## src/core/adc_host_pkg.sv

```systemverilog
package adc_host_pkg;

  // ****************************************************************
  // timing of the converter as seen from the host
  // ****************************************************************
  localparam int CLK_PERIOD_NS   = 50;
  localparam int CONV_TIME_NS    = 2000;
  localparam int RECOVERY_NS     = 500;
  localparam int READ_SPACING_NS = 2500;
  localparam int STROBE_NS       = 100;
  localparam int CONV_CYCLES     = (CONV_TIME_NS + CLK_PERIOD_NS - 1) / CLK_PERIOD_NS;
  localparam int RECOVERY_CYCLES = (RECOVERY_NS + CLK_PERIOD_NS - 1) / CLK_PERIOD_NS;
  localparam int SPACING_CYCLES  = (READ_SPACING_NS + CLK_PERIOD_NS - 1) / CLK_PERIOD_NS;
  localparam int STROBE_CYCLES   = (STROBE_NS + CLK_PERIOD_NS - 1) / CLK_PERIOD_NS;
  localparam int WAIT_LIMIT      = 200;
  localparam int CNT_W           = 8;

  // ****************************************************************
  // widths and modes
  // ****************************************************************
  localparam int RESULT_W = 8;
  localparam logic MODE_WAIT   = 1'b0;
  localparam logic MODE_NOWAIT = 1'b1;
  localparam logic [7:0] RESULT_RST = 8'h00;

  typedef enum logic [2:0] {
    ST_IDLE,
    ST_STROBE,
    ST_WAIT,
    ST_CAPTURE,
    ST_GAP
  } host_state_t;

endpackage

```

## src/core/adc_bus_host.sv

```systemverilog
`timescale 1ns/1ps
module adc_bus_host
  import adc_host_pkg::*;
#(
  parameter int CHAN_W = 3
) (
  input  wire logic                          mclk,
  input  wire logic                          rst,
  input  wire logic                          req,
  input  wire logic                          req_mode,
  input  wire logic [CHAN_W-1:0]             req_chan,
  output logic                               busy,
  output logic                               result_valid,
  output logic [adc_host_pkg::RESULT_W-1:0]  result,
  output logic                               timeout,
  output logic                               select_n,
  output logic                               read_n,
  output logic [CHAN_W-1:0]                  chan_sel,
  input  wire logic [adc_host_pkg::RESULT_W-1:0] result_bus,
  input  wire logic                          eoc_n,
  input  wire logic                          wait_req
);
  import adc_host_pkg::*;

  // only the four- and eight-channel address widths exist on the converter
  if (CHAN_W != 2 && CHAN_W != 3) begin : g_chan_chk
    $error("CHAN_W must be 2 or 3");
  end

  // ****************************************************************
  // state and registers
  // ****************************************************************
  host_state_t           state_r, state_nxt;
  logic                  mode_r;
  logic [CHAN_W-1:0]     chan_r;
  logic [CNT_W-1:0]      wait_cnt_r;
  logic                  timeout_r;
  logic                  valid_r;
  logic                  busy_r;
  logic [RESULT_W-1:0]   result_r;
  logic                  select_n_r;
  logic                  read_n_r;

  // ****************************************************************
  // decode
  // ****************************************************************
  wire logic             start      = (state_r == ST_IDLE) && req;
  wire logic             gap_done;
  wire logic             strobe_end = (state_r == ST_STROBE) && gap_done;
  // the device releases ready when the result appears on the bus
  wire logic             wait_over  = (state_r == ST_WAIT) && wait_req;
  wire logic             wait_stuck = (state_r == ST_WAIT) && (wait_cnt_r == CNT_W'(WAIT_LIMIT));
  wire logic             gap_load   = start || (state_r == ST_CAPTURE);
  // no-wait reads are spaced by the full cycle, wait reads by recovery only
  wire logic [CNT_W-1:0] gap_count  = start ? CNT_W'(STROBE_CYCLES)
                                    : (mode_r == MODE_NOWAIT) ? CNT_W'(SPACING_CYCLES)
                                    : CNT_W'(RECOVERY_CYCLES);
  wire logic             bus_latch  = (state_r == ST_CAPTURE);

  always_comb begin
    state_nxt = state_r;
    unique case (state_r)
      ST_IDLE:    if (req) state_nxt = ST_STROBE;
      ST_STROBE:  if (gap_done) state_nxt = (mode_r == MODE_WAIT) ? ST_WAIT : ST_CAPTURE;
      ST_WAIT:    if (wait_over || wait_stuck) state_nxt = ST_CAPTURE;
      ST_CAPTURE: state_nxt = ST_GAP;
      ST_GAP:     if (gap_done) state_nxt = ST_IDLE;
      default:    state_nxt = ST_IDLE;
    endcase
  end

  gap_timer #(.W(CNT_W)) u_gap (
    .mclk  (mclk),
    .rst   (rst),
    .load  (gap_load),
    .count (gap_count),
    .done  (gap_done)
  );

  // ****************************************************************
  // sequencing
  // ****************************************************************
  always_ff @(posedge mclk or posedge rst) begin
    if (rst) begin
      state_r <= ST_IDLE;
    end else begin
      state_r <= state_nxt;
    end
  end

  // busy is registered from the next state so it tracks state_r exactly
  // while still coming straight from a flip-flop
  always_ff @(posedge mclk or posedge rst) begin
    if (rst) begin
      busy_r <= 1'b0;
    end else begin
      busy_r <= (state_nxt != ST_IDLE);
    end
  end

  always_ff @(posedge mclk or posedge rst) begin
    if (rst) begin
      mode_r <= MODE_WAIT;
      chan_r <= '0;
    end else if (start) begin
      mode_r <= req_mode;
      chan_r <= req_chan;
    end
  end

  always_ff @(posedge mclk or posedge rst) begin
    if (rst) begin
      wait_cnt_r <= '0;
    end else if (state_r != ST_WAIT) begin
      wait_cnt_r <= '0;
    end else if (!wait_stuck) begin
      wait_cnt_r <= wait_cnt_r + CNT_W'(1);
    end
  end

  // ****************************************************************
  // pins: select held low through the read, read strobe alongside
  // ****************************************************************
  always_ff @(posedge mclk or posedge rst) begin
    if (rst) begin
      select_n_r <= 1'b1;
      read_n_r   <= 1'b1;
    end else begin
      select_n_r <= !(state_nxt == ST_STROBE || state_nxt == ST_WAIT
                      || state_nxt == ST_CAPTURE);
      read_n_r   <= !(state_nxt == ST_STROBE || state_nxt == ST_WAIT
                      || state_nxt == ST_CAPTURE);
    end
  end

  // ****************************************************************
  // result capture: the bus is sampled while still selected
  // ****************************************************************
  always_ff @(posedge mclk or posedge rst) begin
    if (rst) begin
      result_r  <= RESULT_RST;
      valid_r   <= 1'b0;
      timeout_r <= 1'b0;
    end else begin
      valid_r <= bus_latch;
      if (bus_latch) begin
        // no-wait mode returns the previous conversion's code
        result_r  <= result_bus;
        timeout_r <= (mode_r == MODE_WAIT) && !wait_req;
      end
    end
  end

  assign busy         = busy_r;
  assign result_valid = valid_r;
  assign result       = result_r;
  assign timeout      = timeout_r;
  assign select_n     = select_n_r;
  assign read_n       = read_n_r;
  assign chan_sel     = chan_r;

  // ****************************************************************
  // checks
  // ****************************************************************
  strobe_len_a: assert property (@(posedge mclk) disable iff (rst)
    $rose(state_r == ST_STROBE) |-> !read_n [*2])
    else $error("read strobe shorter than minimum");
  wait_hold_a: assert property (@(posedge mclk) disable iff (rst)
    (state_r == ST_WAIT && !wait_req) |=> !read_n && !select_n)
    else $error("read released while wait requested");
  chan_stable_a: assert property (@(posedge mclk) disable iff (rst)
    (!select_n && $past(!select_n)) |-> $stable(chan_sel))
    else $error("channel changed during read");
  spacing_a: assert property (@(posedge mclk) disable iff (rst)
    ($rose(select_n) && mode_r == MODE_NOWAIT) |-> select_n [*8])
    else $error("no-wait reads too close");
  recovery_a: assert property (@(posedge mclk) disable iff (rst)
    $rose(select_n) |-> select_n [*8])
    else $error("recovery gap too short");
  pair_a: assert property (@(posedge mclk) disable iff (rst)
    select_n == read_n)
    else $error("select and read not paired");
  valid_a: assert property (@(posedge mclk) disable iff (rst)
    result_valid |-> $past(!select_n))
    else $error("result taken outside a read");
  wait_bound_a: assert property (@(posedge mclk) disable iff (rst)
    $rose(state_r == ST_WAIT) |-> ##[1:210] (state_r != ST_WAIT))
    else $error("wait not bounded");
  busy_track_a: assert property (@(posedge mclk) disable iff (rst)
    !select_n |-> busy)
    else $error("select low while sequencer idle");

  cov_wait_c: cover property (@(posedge mclk) disable iff (rst)
    result_valid && mode_r == MODE_WAIT && !timeout);
  cov_nowait_c: cover property (@(posedge mclk) disable iff (rst)
    result_valid && mode_r == MODE_NOWAIT);
  cov_timeout_c: cover property (@(posedge mclk) disable iff (rst) timeout);
  cov_gap_end_c: cover property (@(posedge mclk) disable iff (rst)
    $fell(busy) && mode_r == MODE_NOWAIT);
endmodule

```

## src/core/gap_timer.sv

```systemverilog
`timescale 1ns/1ps
module gap_timer
  import adc_host_pkg::*;
#(
  parameter int W = adc_host_pkg::CNT_W
) (
  input  wire logic         mclk,
  input  wire logic         rst,
  input  wire logic         load,
  input  wire logic [W-1:0] count,
  output logic              done
);
  logic [W-1:0] cnt_r;

  // refused at elaboration: a one-bit counter cannot hold any useful gap
  if (W < 2) begin : g_width_chk
    $error("gap_timer width too small");
  end

  assign done = (cnt_r == '0);

  always_ff @(posedge mclk or posedge rst) begin
    if (rst) begin
      cnt_r <= '0;
    end else if (load) begin
      cnt_r <= count;
    end else if (!done) begin
      cnt_r <= cnt_r - W'(1);
    end
  end
endmodule

```

## config.mk

```make
export PLATFORM = sky130hd
export DESIGN_NAME = adc_bus_host
export DESIGN_NICKNAME = d
export VERILOG_FILES = /design/src/core/adc_host_pkg.sv /design/src/core/adc_bus_host.sv /design/src/core/gap_timer.sv
export SDC_FILE = /design/constraint.sdc
export NUM_CORES = 1
export LEC_CHECK = 0
export BUFFER_PORTS_ARGS = -buffer_cell sky130_fd_sc_hd__buf_2
export CORE_AREA = 5 5 62 64
export DETAILED_ROUTE_END_ITERATION = 10
export DIE_AREA = 0 0 67 69
export PLACE_DENSITY = 0.85
export SYNTH_ARGS = -nofsm -noshare
export SYNTH_HDL_FRONTEND = slang
export SYNTH_SLANG_ARGS = --single-unit
```

## constraint.sdc

```tcl
create_clock -name mclk -period 2.5 [get_ports mclk]
set_input_delay 0.125 -clock mclk [delete_from_list [all_inputs] [get_ports mclk]]
set_output_delay 0.125 -clock mclk [all_outputs]
set_load 0.05 [all_outputs]
```

Word-level counts from Yosys, hierarchy flattened
Cells that the tools add are included.

Register bits after elaboration: 35. Latch bits: 0. Bits in writable memories: 0. Memory bits (read-only): 0. Input bits: 17. Output and inout port bits: 16. Logic and storage cells: 49. Memories: 0.

Add/subtract/negate cells: 2. $mul: 0. Div/mod/pow operators: 0. Order comparisons: 0. Equality and inequality tests: 11. Shift-type cells: 0. Muxes and demuxes: 12. Bitwise gates (word level): 1. Reduce and logical (&&, ||, !) cells: 13.

Operators with widths (number): 2-to-1 mux 8 bit (4); one-hot mux 3 bit (5 select lines) (1); == test 3 x 2 -> 1 bit, second input constant (4); 2-to-1 mux 3 bit (4); 2-to-1 mux 6 bit (2); adder 8 x 1 -> 8 bit, second input constant (1); == test 8 bit, second input constant (1); zero test 8 bit (1); subtractor 8 x 1 -> 8 bit, second input constant (1); == test 3 x 1 -> 1 bit, second input constant (2); logical AND 1 bit (4); logical OR 1 bit (4); != test 2 x 1 -> 1 bit, second input constant (2); == test 3 bit, second input constant (1); zero test 3 bit (1); != test 3 x 2 -> 1 bit, second input constant (1); nonzero test 3 bit (1); zero test 1 bit (2); 2-to-1 mux 1 bit (1); inverter 1 bit (1).

Longest topological paths before layout
Gate-level depths: netlist of the first run.

Depth in word-level cells: 9. Depth in mapped cells: 6. Mapped depth without buffers: 6.

Modules after synthesis
From an unflattened synthesis of the first run, not the netlist that was laid out.

Cell total of the unflattened synthesis: 174. Area total of the unflattened synthesis: 1720.4 sq um.

Modules (own cells, without submodules): adc_bus_host (times used 1, cells an instance 119, area an instance 1238.7 sq um, sequential area each 676.9 sq um); gap_timer (times used 1, cells an instance 55, area an instance 481.7 sq um, sequential area each 200.2 sq um).

Least setup slack after synthesis of the first run
No wires, ideal clock.

Kind: register to register. Start: register u_gap.cnt_r[5]. End: register state_r[1]. Setup time: 0.078 ns. Arrival time: 1.996 ns. Data required time: 2.422 ns. Setup slack: 0.426 ns. Cell stages (with the launch flop): 6. Path buffers: 1. Clock period less this slack: 2.074 ns. Cell sequence: dfrtp_1 > or4_1 > or4b_1 > buf_6 > or3b_1 > a21oi_1.

Word-level cells in the longest chain between the ends: 3. Elaborated cells between the ends (all ways): 4. Those cells by class: mux: 3; reduce/logical: 1.

RTL lines: start, declared (RTL line gap_timer.sv:13) `logic [W-1:0] cnt_r;`; start signal, assigned (RTL line gap_timer.sv:26) `cnt_r <= count;`; start signal, assigned (RTL line gap_timer.sv:28) `cnt_r <= cnt_r - W'(1);`; zero test 8 bit (*) (RTL line gap_timer.sv:20) `assign done = (cnt_r == '0);`; 2-to-1 mux 3 bit, on equally long branches (RTL line adc_bus_host.sv:67, adc_bus_host.sv:64); one-hot mux 3 bit (5 select lines) (*) (RTL line adc_bus_host.sv:62) `unique case (state_r)`; net state_nxt[1] (RTL line adc_bus_host.sv:33) `host_state_t state_r, state_nxt;`; end signal, assigned (RTL line adc_bus_host.sv:87) `state_r <= state_nxt;`; end, declared (RTL line adc_bus_host.sv:33).

Mark *: on every way through the listed nets, which the timed path passes. The rest lies on a longest branch. A chain may end at the register's enable or synchronous reset.

Worst setup path after layout of the first run
Same ends and word-level chain as after synthesis.

==> qor.csv, run 1 <==
metric,value,unit
"slowest stage delay, CP",0.67,ns
gr ovfl total,0,
top-area cell type share of the netlist area,52.43,%
Pwr Density,1206,nW/um2
CTS tree,yes,
Post-Layout Cell Count,263,
yosys warns,0,
switching power,1.156,mW
RSZ-0062 raised after global routing,no,
global placement routability congestion,0.7778,
Core Region,3232,um2
crit path max-delay cell type,or4b_1,
# IOs,33,
Row Count,21,
Worst Hold Slack,0.01739,ns
CTS buffer count,5,
Sw Ratio,47.70,%
max layer used,met4,
clock root buffer,clkbuf_4,
final worst path period share,90.63,%
GRT Total Usage,16.42,%
post-route setup slack,0.2343,ns
fin util,62.18,%
final hold viol count,0,
Yosys reg bits,35,
pin count of the biggest net entering global routing,36,
Placement Cell Area,1809,um2
initial detailed-routing violation count,33,
dpl hpwl,2150,um
chip height,69,um
Max-Cap Viols,0,
Slew headroom,38.39,%
Top delay family on crit path,simple AND/OR/NAND/NOR gates,
drt drc,0,
Post-Synthesis Cells,169,
worst vdd ir,0.7646,mV
ant diodes,0,
Finished Cell Area,2009,um2
Total Wirelength,3366,um
die area,4623,um2
worst hold path type,in -> reg,
total chip power,2.424,mW
WL met2,1673,um
"Seq/Total Area, Yosys",54.05,%
CP Launch Type,register,
synth top area cells,"dfrtp_1 52%, nand2_1 9.7%, xor2_1 3.8%",
Die Width,67,um
Inst Count DP,241,
fin nets,237,
DR WL met3,157,um
Comb power frac,48.1,%
crit path max fanout,9,
Seq pwr share,38.6,%
met1 wire length,1473,um
Pint,1.268,mW
most frequent cells in the layout,"42 x nand2_1, 34 x dfrtp_1, 31 x buf_2",
CP bufs+invs,0,
Lkg Pwr,0.9922,nW
clk sink count,35,
post-route ant nets,0,
element type at the critical path end,register,
measured slew at the worst slew-check pin,0.9113,ns
Clock transition at path regs,0.10,ns
Mapped Area,1623,um2
fmax,441.4,MHz
routed vias/inst,4.837,
"most common cell after layout, fill and taps aside",nand2_1,
setup violators final,0,
Final TNS setup,0,ns
critical-path cell list,or4_1 > or4b_1 > or3b_1 > a21oi_1,
Post-CTS Setup Bufs,0,
first-pass GRT wire length,5830,um
vias in the first global route,1303,
DR WL/cell,12.80,um
Syn Area/Cell,9.602,um2
area grow syn2layout,23.82,%
initial antenna violation count,0,
clock insertion delay at the later pin of the skew report,0.35,ns
pre-CTS setup slack,0.2605,ns
Vias,1272,
number of H-tree levels,2,
critical path required time,2.78,ns
"Slew Viols, Final",0,
clock skew,0.009045,ns
cell taking the most area after synthesis,dfrtp_1,
IO Port Bufs,31,
Synth Net Count,190,
Synth cell types,34,
drt pass-1 iters,4,
share of cells above drive strength 1,20.28,%
crit path time final,2.266,ns
status,completed,
starting density of the core,50.21,%
crit path DAT,2.54,ns
Bufs on Longest Clock Path,2,
Clk pwr share,13.3,%
Critical Setup Path Class,reg -> reg,
## per-layer routing
layer  vias up  global-route usage [%]
met1       596                   20.19
met5         -                       0
li1        652                       -
met2        20                   26.20
met3         4                   5.195
met4         0                   6.757
## cell usage after synthesis (all sizes together)
master	n
nor4	2
dfrtp	34
nand4bb	1
nor4b	1
a21oi	8
or4	1
nand3b	2
xnor2	2
nor3b	3
clkinv	1
o31ai	2
ha	4
nand3	10
and3	2
nor2b	1
mux2i	4
xor2	7
or2	2
nand2	42
or4b	1
nor2	12
inv	7
o2111ai	1
o22ai	1
o21bai	1
dfstp	1
o21ai	2
nand2b	3
or3b	2
clkbuf	4
nor3	2
buf	3
## state kept, by name, summed over array words and instances (netlist names)
signal	flops
state_r	3
read_n	1
chan_sel	3
result	8
u_gap.cnt_r	8
mode_r	1
timeout	1
result_valid	1
wait_cnt_r	8
busy	1
## tightest hold or removal path, stage by stage
cell and delay (ns):
buf_2 0.08, nand2_1 0.06, nand2_1 0.07
## area by class of cell
class | instances | area, um2
timing repair buffer | 47 | 310.3
multi-input combinational | 119 | 674.4
fill | 263 | 1222
clock buffer | 7 | 55.05
inverter | 8 | 30.03
tap | 46 | 57.56
clock inverter | 1 | 5.005
sequential | 35 | 877.1
## what timing repair did
action	in CTS	in global routing
gates resized for setup	0	0
endpoints found under the hold margin	47	0
hold buffers	14	0
endpoints found under the setup margin	0	0
## cells by family (layout without fill, tap and decap cells)
| group | count (synthesis) | after routing | synth area share (%) |
|---|---|---|---|
| AOI/OAI and AO/OA | 15 | 15 | 5.397 |
| buffers and inverters | 15 | 63 | 4.394 |
| adders and majority gates | 4 | 4 | 3.084 |
| muxes | 4 | 4 | 2.467 |
| xor gates and xnor gates | 9 | 9 | 4.858 |
| DFF | 35 | 35 | 54.05 |
| and+or+nand+nor | 87 | 87 | 25.75 |
## power by group through the flow
stage          logic [mW]  registers (mW)  clock network [mW]
2_1_floorplan       0.551            1.30                   0
3_3_place_gp         1.12           0.937                   0
3_5_place_dp         1.15           0.941                   0
4_1_cts              1.17           0.934               0.333
5_1_grt              1.28           0.972               0.351
6_report             1.17           0.935               0.323
## final timing paths
kind / startpoint / to / slack, ns / cells past startpoint
setup / recovery: u_gap.cnt_r[5]$_DFFE_PP0P_ / state_r[1]$_DFF_PP0_ / 0.23 / 4
hold / removal: result_bus[6] / result[6]$_DFFE_PP0P_ / 0.02 / 3
setup reg to reg: u_gap.cnt_r[5]$_DFFE_PP0P_ / state_r[1]$_DFF_PP0_ / 0.23 / 4
hold reg to reg: chan_sel[1]$_DFFE_PP0P_ / chan_sel[1]$_DFFE_PP0P_ / 0.48 / 2
max in group asynchronous: rst / read_n$_DFF_PP1_ / 1.76 / 4
min in group asynchronous: rst / result[4]$_DFFE_PP0P_ / 0.39 / 4
(Power assumes the default switching activity.)
==> inputs of run 2 (changes only) <==
Settings changed: CORE_AREA 5 5 62 64 to 5 5 60 62, CTS_BUF_LIST set to sky130_fd_sc_hd__clkbuf_4 sky130_fd_sc_hd__clkbuf_8, DIE_AREA 0 0 67 69 to 0 0 65 67, PLACE_DENSITY 0.85 to 0.89.
==> run 2 against run 1 <==
  * First-iteration DRC count up 15%
  * Wire length up 3.1%
  * Clock-buffer cell count down 1
  * Core utilization up 6.2 points
  * Clock skew up 0.0021 ns
  * Sequential share of layout area down 0.59 points
  * Final area up 1.4%
  * Global-route usage up 1.8 points
  * Cell count down 4.2%
  * Critical path depth unchanged
  * Flip-flop and latch count unchanged
  * Worst hold slack better by 0.39 ns
  * Critical endpoint unchanged
==> qor.csv, run 2 (synthesized netlist as in run 1, its figures left out) <==
metric,value,unit,change
status,completed,,
total chip power,2.548,mW,+5.1%
element type at the critical path end,register,,
final worst path period share,90.83,%,+0.21 points
Total Wirelength,3471,um,+3.1%
number of H-tree levels,2,,unchanged
Worst Hold Slack,0.4044,ns,+0.3871 ns
Max-Cap Viols,0,,unchanged
global placement routability congestion,0.8201,,+5.4%
drt pass-1 iters,4,,unchanged
measured slew at the worst slew-check pin,0.5293,ns,-0.3821 ns
Clock transition at path regs,0.11,ns,about the same
first-pass GRT wire length,5851,um,+0.36%
Slew headroom,64.44,%,+26 points
final hold viol count,0,,unchanged
initial detailed-routing violation count,38,,+15%
"Slew Viols, Final",0,,unchanged
ant diodes,0,,unchanged
worst hold path type,in -> async,,
share of cells above drive strength 1,21.00,%,+0.73 points
"most common cell after layout, fill and taps aside",nand2_1,,
Reg2Reg Depth,4,,unchanged
RSZ-0062 raised after global routing,no,,
clk sink count,35,,unchanged
CTS tree,yes,,
Seq pwr share,36.9,%,-1.7 points
Lkg Pwr,1.015,nW,+2.3%
chip height,67,um,-2.9%
pin count of the biggest net entering global routing,36,,unchanged
starting density of the core,54.50,%,+4.3 points
worst vdd ir,0.7593,mV,-0.70%
FF-to-FF Start,u_gap.cnt_r[5]$_DFFE_PP0P_,,
crit path time final,2.271,ns,+0.005209 ns
Clk pwr share,16.8,%,+3.5 points
post-cts sizing count,0,,unchanged
Critical Setup Path Class,reg -> reg,,
clock skew,0.01119,ns,+0.002145 ns
FF-to-FF setup slack,0.23,ns,about the same
drt drc,0,,unchanged
Post-CTS Setup Bufs,0,,unchanged
post-route ant nets,0,,unchanged
clock insertion delay at the later pin of the skew report,0.34,ns,about the same
Post-Layout Cell Count,252,,-4.2%
crit path from,u_gap.cnt_r[5]$_DFFE_PP0P_,,
Placement Cell Area,1800,um2,-0.48%
Pwr Density,1251,nW/um2,+3.7%
Comb power frac,46.3,%,-1.8 points
DR WL/cell,13.77,um,+7.6%
reg2reg end,state_r[1]$_DFF_PP0_,,
dpl hpwl,2240,um,+4.2%
critical path required time,2.78,ns,about the same
Pint,1.376,mW,+8.5%
routed vias/inst,5.274,,+9.0%
crit path DAT,2.55,ns,about the same
area grow syn2layout,25.52,%,
gr ovfl total,0,,unchanged
switching power,1.172,mW,+1.4%
vias in the first global route,1348,,+3.5%
die area,4355,um2,-5.8%
Inst Count DP,229,,-5.0%
GRT Total Usage,18.21,%,+1.8 points
Core Region,2978,um2,-7.9%
Die Width,65,um,-3.0%
setup violators final,0,,unchanged
CTS buffer count,5,,unchanged
pre-CTS setup slack,0.2444,ns,-0.01604 ns
IO Port Bufs,31,,unchanged
Vias,1329,,+4.5%
Sw Ratio,46.01,%,-1.7 points
Row Count,20,,-4.8%
most frequent cells in the layout,"42 x nand2_1, 34 x dfrtp_1, 31 x buf_2",,
post-route setup slack,0.2291,ns,-0.005209 ns
fill count,232,,-12%
Final TNS setup,0,ns,unchanged
Finished Cell Area,2037,um2,+1.4%
clock root buffer,clkbuf_4,,
initial antenna violation count,0,,unchanged
Bufs on Longest Clock Path,2,,unchanged
CP Launch Type,register,,
fin util,68.40,%,+6.2 points
fin nets,239,,+0.84%
crit path max fanout,9,,unchanged
fmax,440.4,MHz,-0.23%
# IOs,33,,unchanged
==> run 2: changes by cell type in the layout (fill, tap and decap cells not counted) <==
cell / delta
clkbuf_1: -1
dlygate4sd3_1: +1
bufinv_16: +1
buf_4: +1
==> run 2: power by group through the flow <==
stage / Sequential, mW / Combinational, mW / Clock, mW
2_1_floorplan: 1.30 / 0.551 / 0
3_3_place_gp: 0.937 / 1.13 / 0
3_5_place_dp: 0.944 / 1.16 / 0
4_1_cts: 0.935 / 1.18 / 0.439
5_1_grt: 0.979 / 1.28 / 0.460
6_report: 0.941 / 1.18 / 0.428
==> run 2: worst max-delay path by stage <==
| stage | to | cells after the start | slack [ns] |
|---|---|---|---|
| after floorplan | state_r[1]$_DFF_PP0_ | 5 | 0.43 |
| after global placement | state_r[1]$_DFF_PP0_ | 4 | 0.31 |
| after detailed placement | state_r[1]$_DFF_PP0_ | 4 | 0.24 |
| after CTS | state_r[1]$_DFF_PP0_ | 4 | 0.23 |
| after global routing | state_r[1]$_DFF_PP0_ | 4 | 0.15 |
| final | state_r[1]$_DFF_PP0_ | 4 | 0.23 |
==> run 2: timing repair <==
action / CTS / global route
hold buffers: 15 / 0
hold endpoints to repair: 48 / 0
setup endpoints to repair: 0 / 0
==> run 2: cell type report <==
type / instances / area, um2 / area share (%)
clock buffers: 6 / 51.30 / 2.518
clock inverters: 2 / 35.03 / 1.720
inverters: 8 / 30.03 / 1.474
multi-input cells: 119 / 674.4 / 33.11
flip-flops and latches: 35 / 877.1 / 43.06
well taps: 33 / 41.29 / 2.027
repair buffers: 49 / 327.8 / 16.09
==> run 2: metal layers <==
layer  wire length [um]  global-route usage (%)
met2               1734                   30.27
met3                195                   6.914
met5                  0                       0
met1               1481                   20.45
met4                 59                   8.971
==> run 2: worst max-delay path, cell delays in order (launching register included) <==
cell	delay (ns)
dfrtp_1	0.42
or4_1	0.53
or4b_1	0.69
or3b_1	0.42
a21oi_1	0.15
==> inputs of run 3 (changes only) <==
Settings changed: CORE_AREA 5 5 60 62 to 5 5 71 54, DIE_AREA 0 0 65 67 to 0 0 76 59, PLACE_DENSITY 0.89 to 0.88.
Clock period 2.5 ns to 2.2 ns, I/O delays scaled along.
==> run 3 against run 2 <==
  * Clock skew down 0.0040 ns
  * First-iteration DRC count is 63% higher
  * Flip-flop and latch count did not move
  * Power up 18%
  * Non-clock buffer count shrank 12
  * Cell count fell by 2.8%
  * Sequential power rose by 14%
  * Largest cell class unchanged
  * Highest routed layer unchanged
==> qor.csv, run 3 (synthesized netlist as in run 1, its figures left out) <==
metric,value,unit,change
global placement routability congestion,0.8635,,+5.3%
Bufs on Longest Clock Path,2,,unchanged
initial detailed-routing violation count,62,,+63%
initial antenna violation count,0,,unchanged
Worst path depth,4,,unchanged
area grow syn2layout,20.51,%,
pin count of the biggest net entering global routing,36,,unchanged
FF-to-FF Start,u_gap.cnt_r[5]$_DFFE_PP0P_,,
Row Count,17,,-15%
"slowest stage delay, CP",0.56,ns,-0.13 ns
chip height,59,um,-12%
Die Width,76,um,+17%
clock insertion delay at the later pin of the skew report,0.29,ns,-0.05 ns
clock root buffer,clkbuf_8,,
Vias,1264,,-4.9%
"most common cell after layout, fill and taps aside",nand2_1,,
Total Wirelength,3389,um,-2.4%
post-route ant nets,0,,unchanged
Critical Setup Path Class,reg -> reg,,
Hold Path Stages,3,,
Core Region,3042,um2,+2.1%
CP Launch Type,register,,
crit path DAT,2.33,ns,-0.22 ns
clk sink count,35,,unchanged
Worst Hold Slack,0.01358,ns,-0.3909 ns
worst hold path type,in -> reg,,
crit path time final,2.119,ns,-0.1517 ns
vias in the first global route,1231,,-8.7%
Slew headroom,43.91,%,-21 points
pre-CTS setup slack,0.005102,ns,-0.2393 ns
GRT Total Usage,16.51,%,-1.7 points
final hold viol count,0,,unchanged
drt drc,0,,unchanged
final worst path period share,96.33,%,+5.5 points
Top delay family on crit path,simple AND/OR/NAND/NOR gates,,
Lkg Pwr,0.9790,nW,-3.5%
status,completed,,
crit path max-delay cell type,or4_1,,
routed vias/inst,5.159,,-2.2%
critical-path cell list,or4_1 > or4b_4 > or3b_1 > a21oi_1,,
drt pass-1 iters,4,,unchanged
fmax,471.9,MHz,+7.2%
most frequent cells in the layout,"42 x nand2_1, 34 x dfrtp_1, 31 x buf_2",,
total chip power,3.002,mW,+18%
CP bufs+invs,0,,unchanged
ant diodes,0,,unchanged
Final TNS setup,0,ns,unchanged
Reg2Reg Depth,4,,unchanged
crit path from,u_gap.cnt_r[5]$_DFFE_PP0P_,,
dpl hpwl,2431,um,+8.5%
# IOs,33,,unchanged
share of cells above drive strength 1,23.19,%,+2.2 points
number of H-tree levels,2,,unchanged
critical path required time,2.41,ns,-0.37 ns
CTS buffer count,5,,unchanged
first-pass GRT wire length,5851,um,unchanged
RSZ-0062 raised after global routing,no,,
worst vdd ir,0.7068,mV,-6.9%
hold_sp,result_bus[1],,
measured slew at the worst slew-check pin,0.8297,ns,+0.3004 ns
DR WL/cell,13.83,um,+0.43%
Post-CTS Setup Bufs,0,,unchanged
Pwr Density,1535,nW/um2,+23%
setup violators final,0,,unchanged
Clock transition at path regs,0.07,ns,-0.04 ns
gr ovfl total,0,,unchanged
fin nets,227,,-5.0%
crit path max fanout,5,,-4
post-route setup slack,0.08082,ns,-0.1483 ns
CTS tree,yes,,
IO Port Bufs,31,,unchanged
"Slew Viols, Final",0,,unchanged
die area,4484,um2,+3.0%
clock skew,0.007147,ns,-0.004043 ns
element type at the critical path end,register,,
starting density of the core,53.35,%,-1.1 points
Max-Cap Viols,0,,unchanged
-- run 3: per-layer routing --
metal	global-route usage, %	vias to the layer above	wire, um
li1	-	631	-
met1	21.75	577	1590
met2	25.73	45	1464
met3	4.863	11	242
met4	6.853	0	91
met5	0	-	0
-- run 3: worst register-to-register path, cell delays in order, from the launching register on --
cell	delay, ns
dfrtp_1	0.41
or4_1	0.56
or4b_4	0.55
or3b_1	0.37
a21oi_1	0.16
-- run 3: power breakdown --
part	internal, mW	switching (mW)
sequential	0.880	0.190
combinational	0.412	0.931
clock	0.366	0.222
-- run 3: path summary, 6_finish.rpt --
path                                         end  slack [ns]
max in group asynchronous       read_n$_DFF_PP1_        1.39
hold reg to reg            result[6]$_DFFE_PP0P_        0.47
hold / removal             result[1]$_DFFE_PP0P_        0.01
setup reg to reg            state_r[1]$_DFF_PP0_        0.08
setup / recovery            state_r[1]$_DFF_PP0_        0.08
min in group asynchronous  result[2]$_DFFE_PP0P_        0.47
-- run 3: layout make-up --
class | instances | area, um2
Fill cell | 266 | 1086
Sequential cell | 35 | 877.1
Multi-Input combinational cell | 119 | 678.2
Timing Repair Buffer | 37 | 205.2
Clock buffer | 6 | 82.58
Tap cell | 38 | 47.55
Clock inverter | 2 | 35.03
Inverter | 8 | 30.03
-- run 3: stage by stage --
stage | area [um2] | instances | util [%]
floorplan | 1623 | 169 | -
finish | 1956 | 245 | 64.29
global placement | 1814 | 235 | 59.65
global route | 1956 | 245 | 64.29
CTS | 1952 | 245 | 64.17
detailed placement | 1814 | 235 | 59.65
-- run 3: timing repair --
action / CTS / global route
resized for setup: 0 / 1
endpoints found under the setup margin: 0 / 3
hold endpoints to repair: 35 / 0
hold buffers: 2 / 0
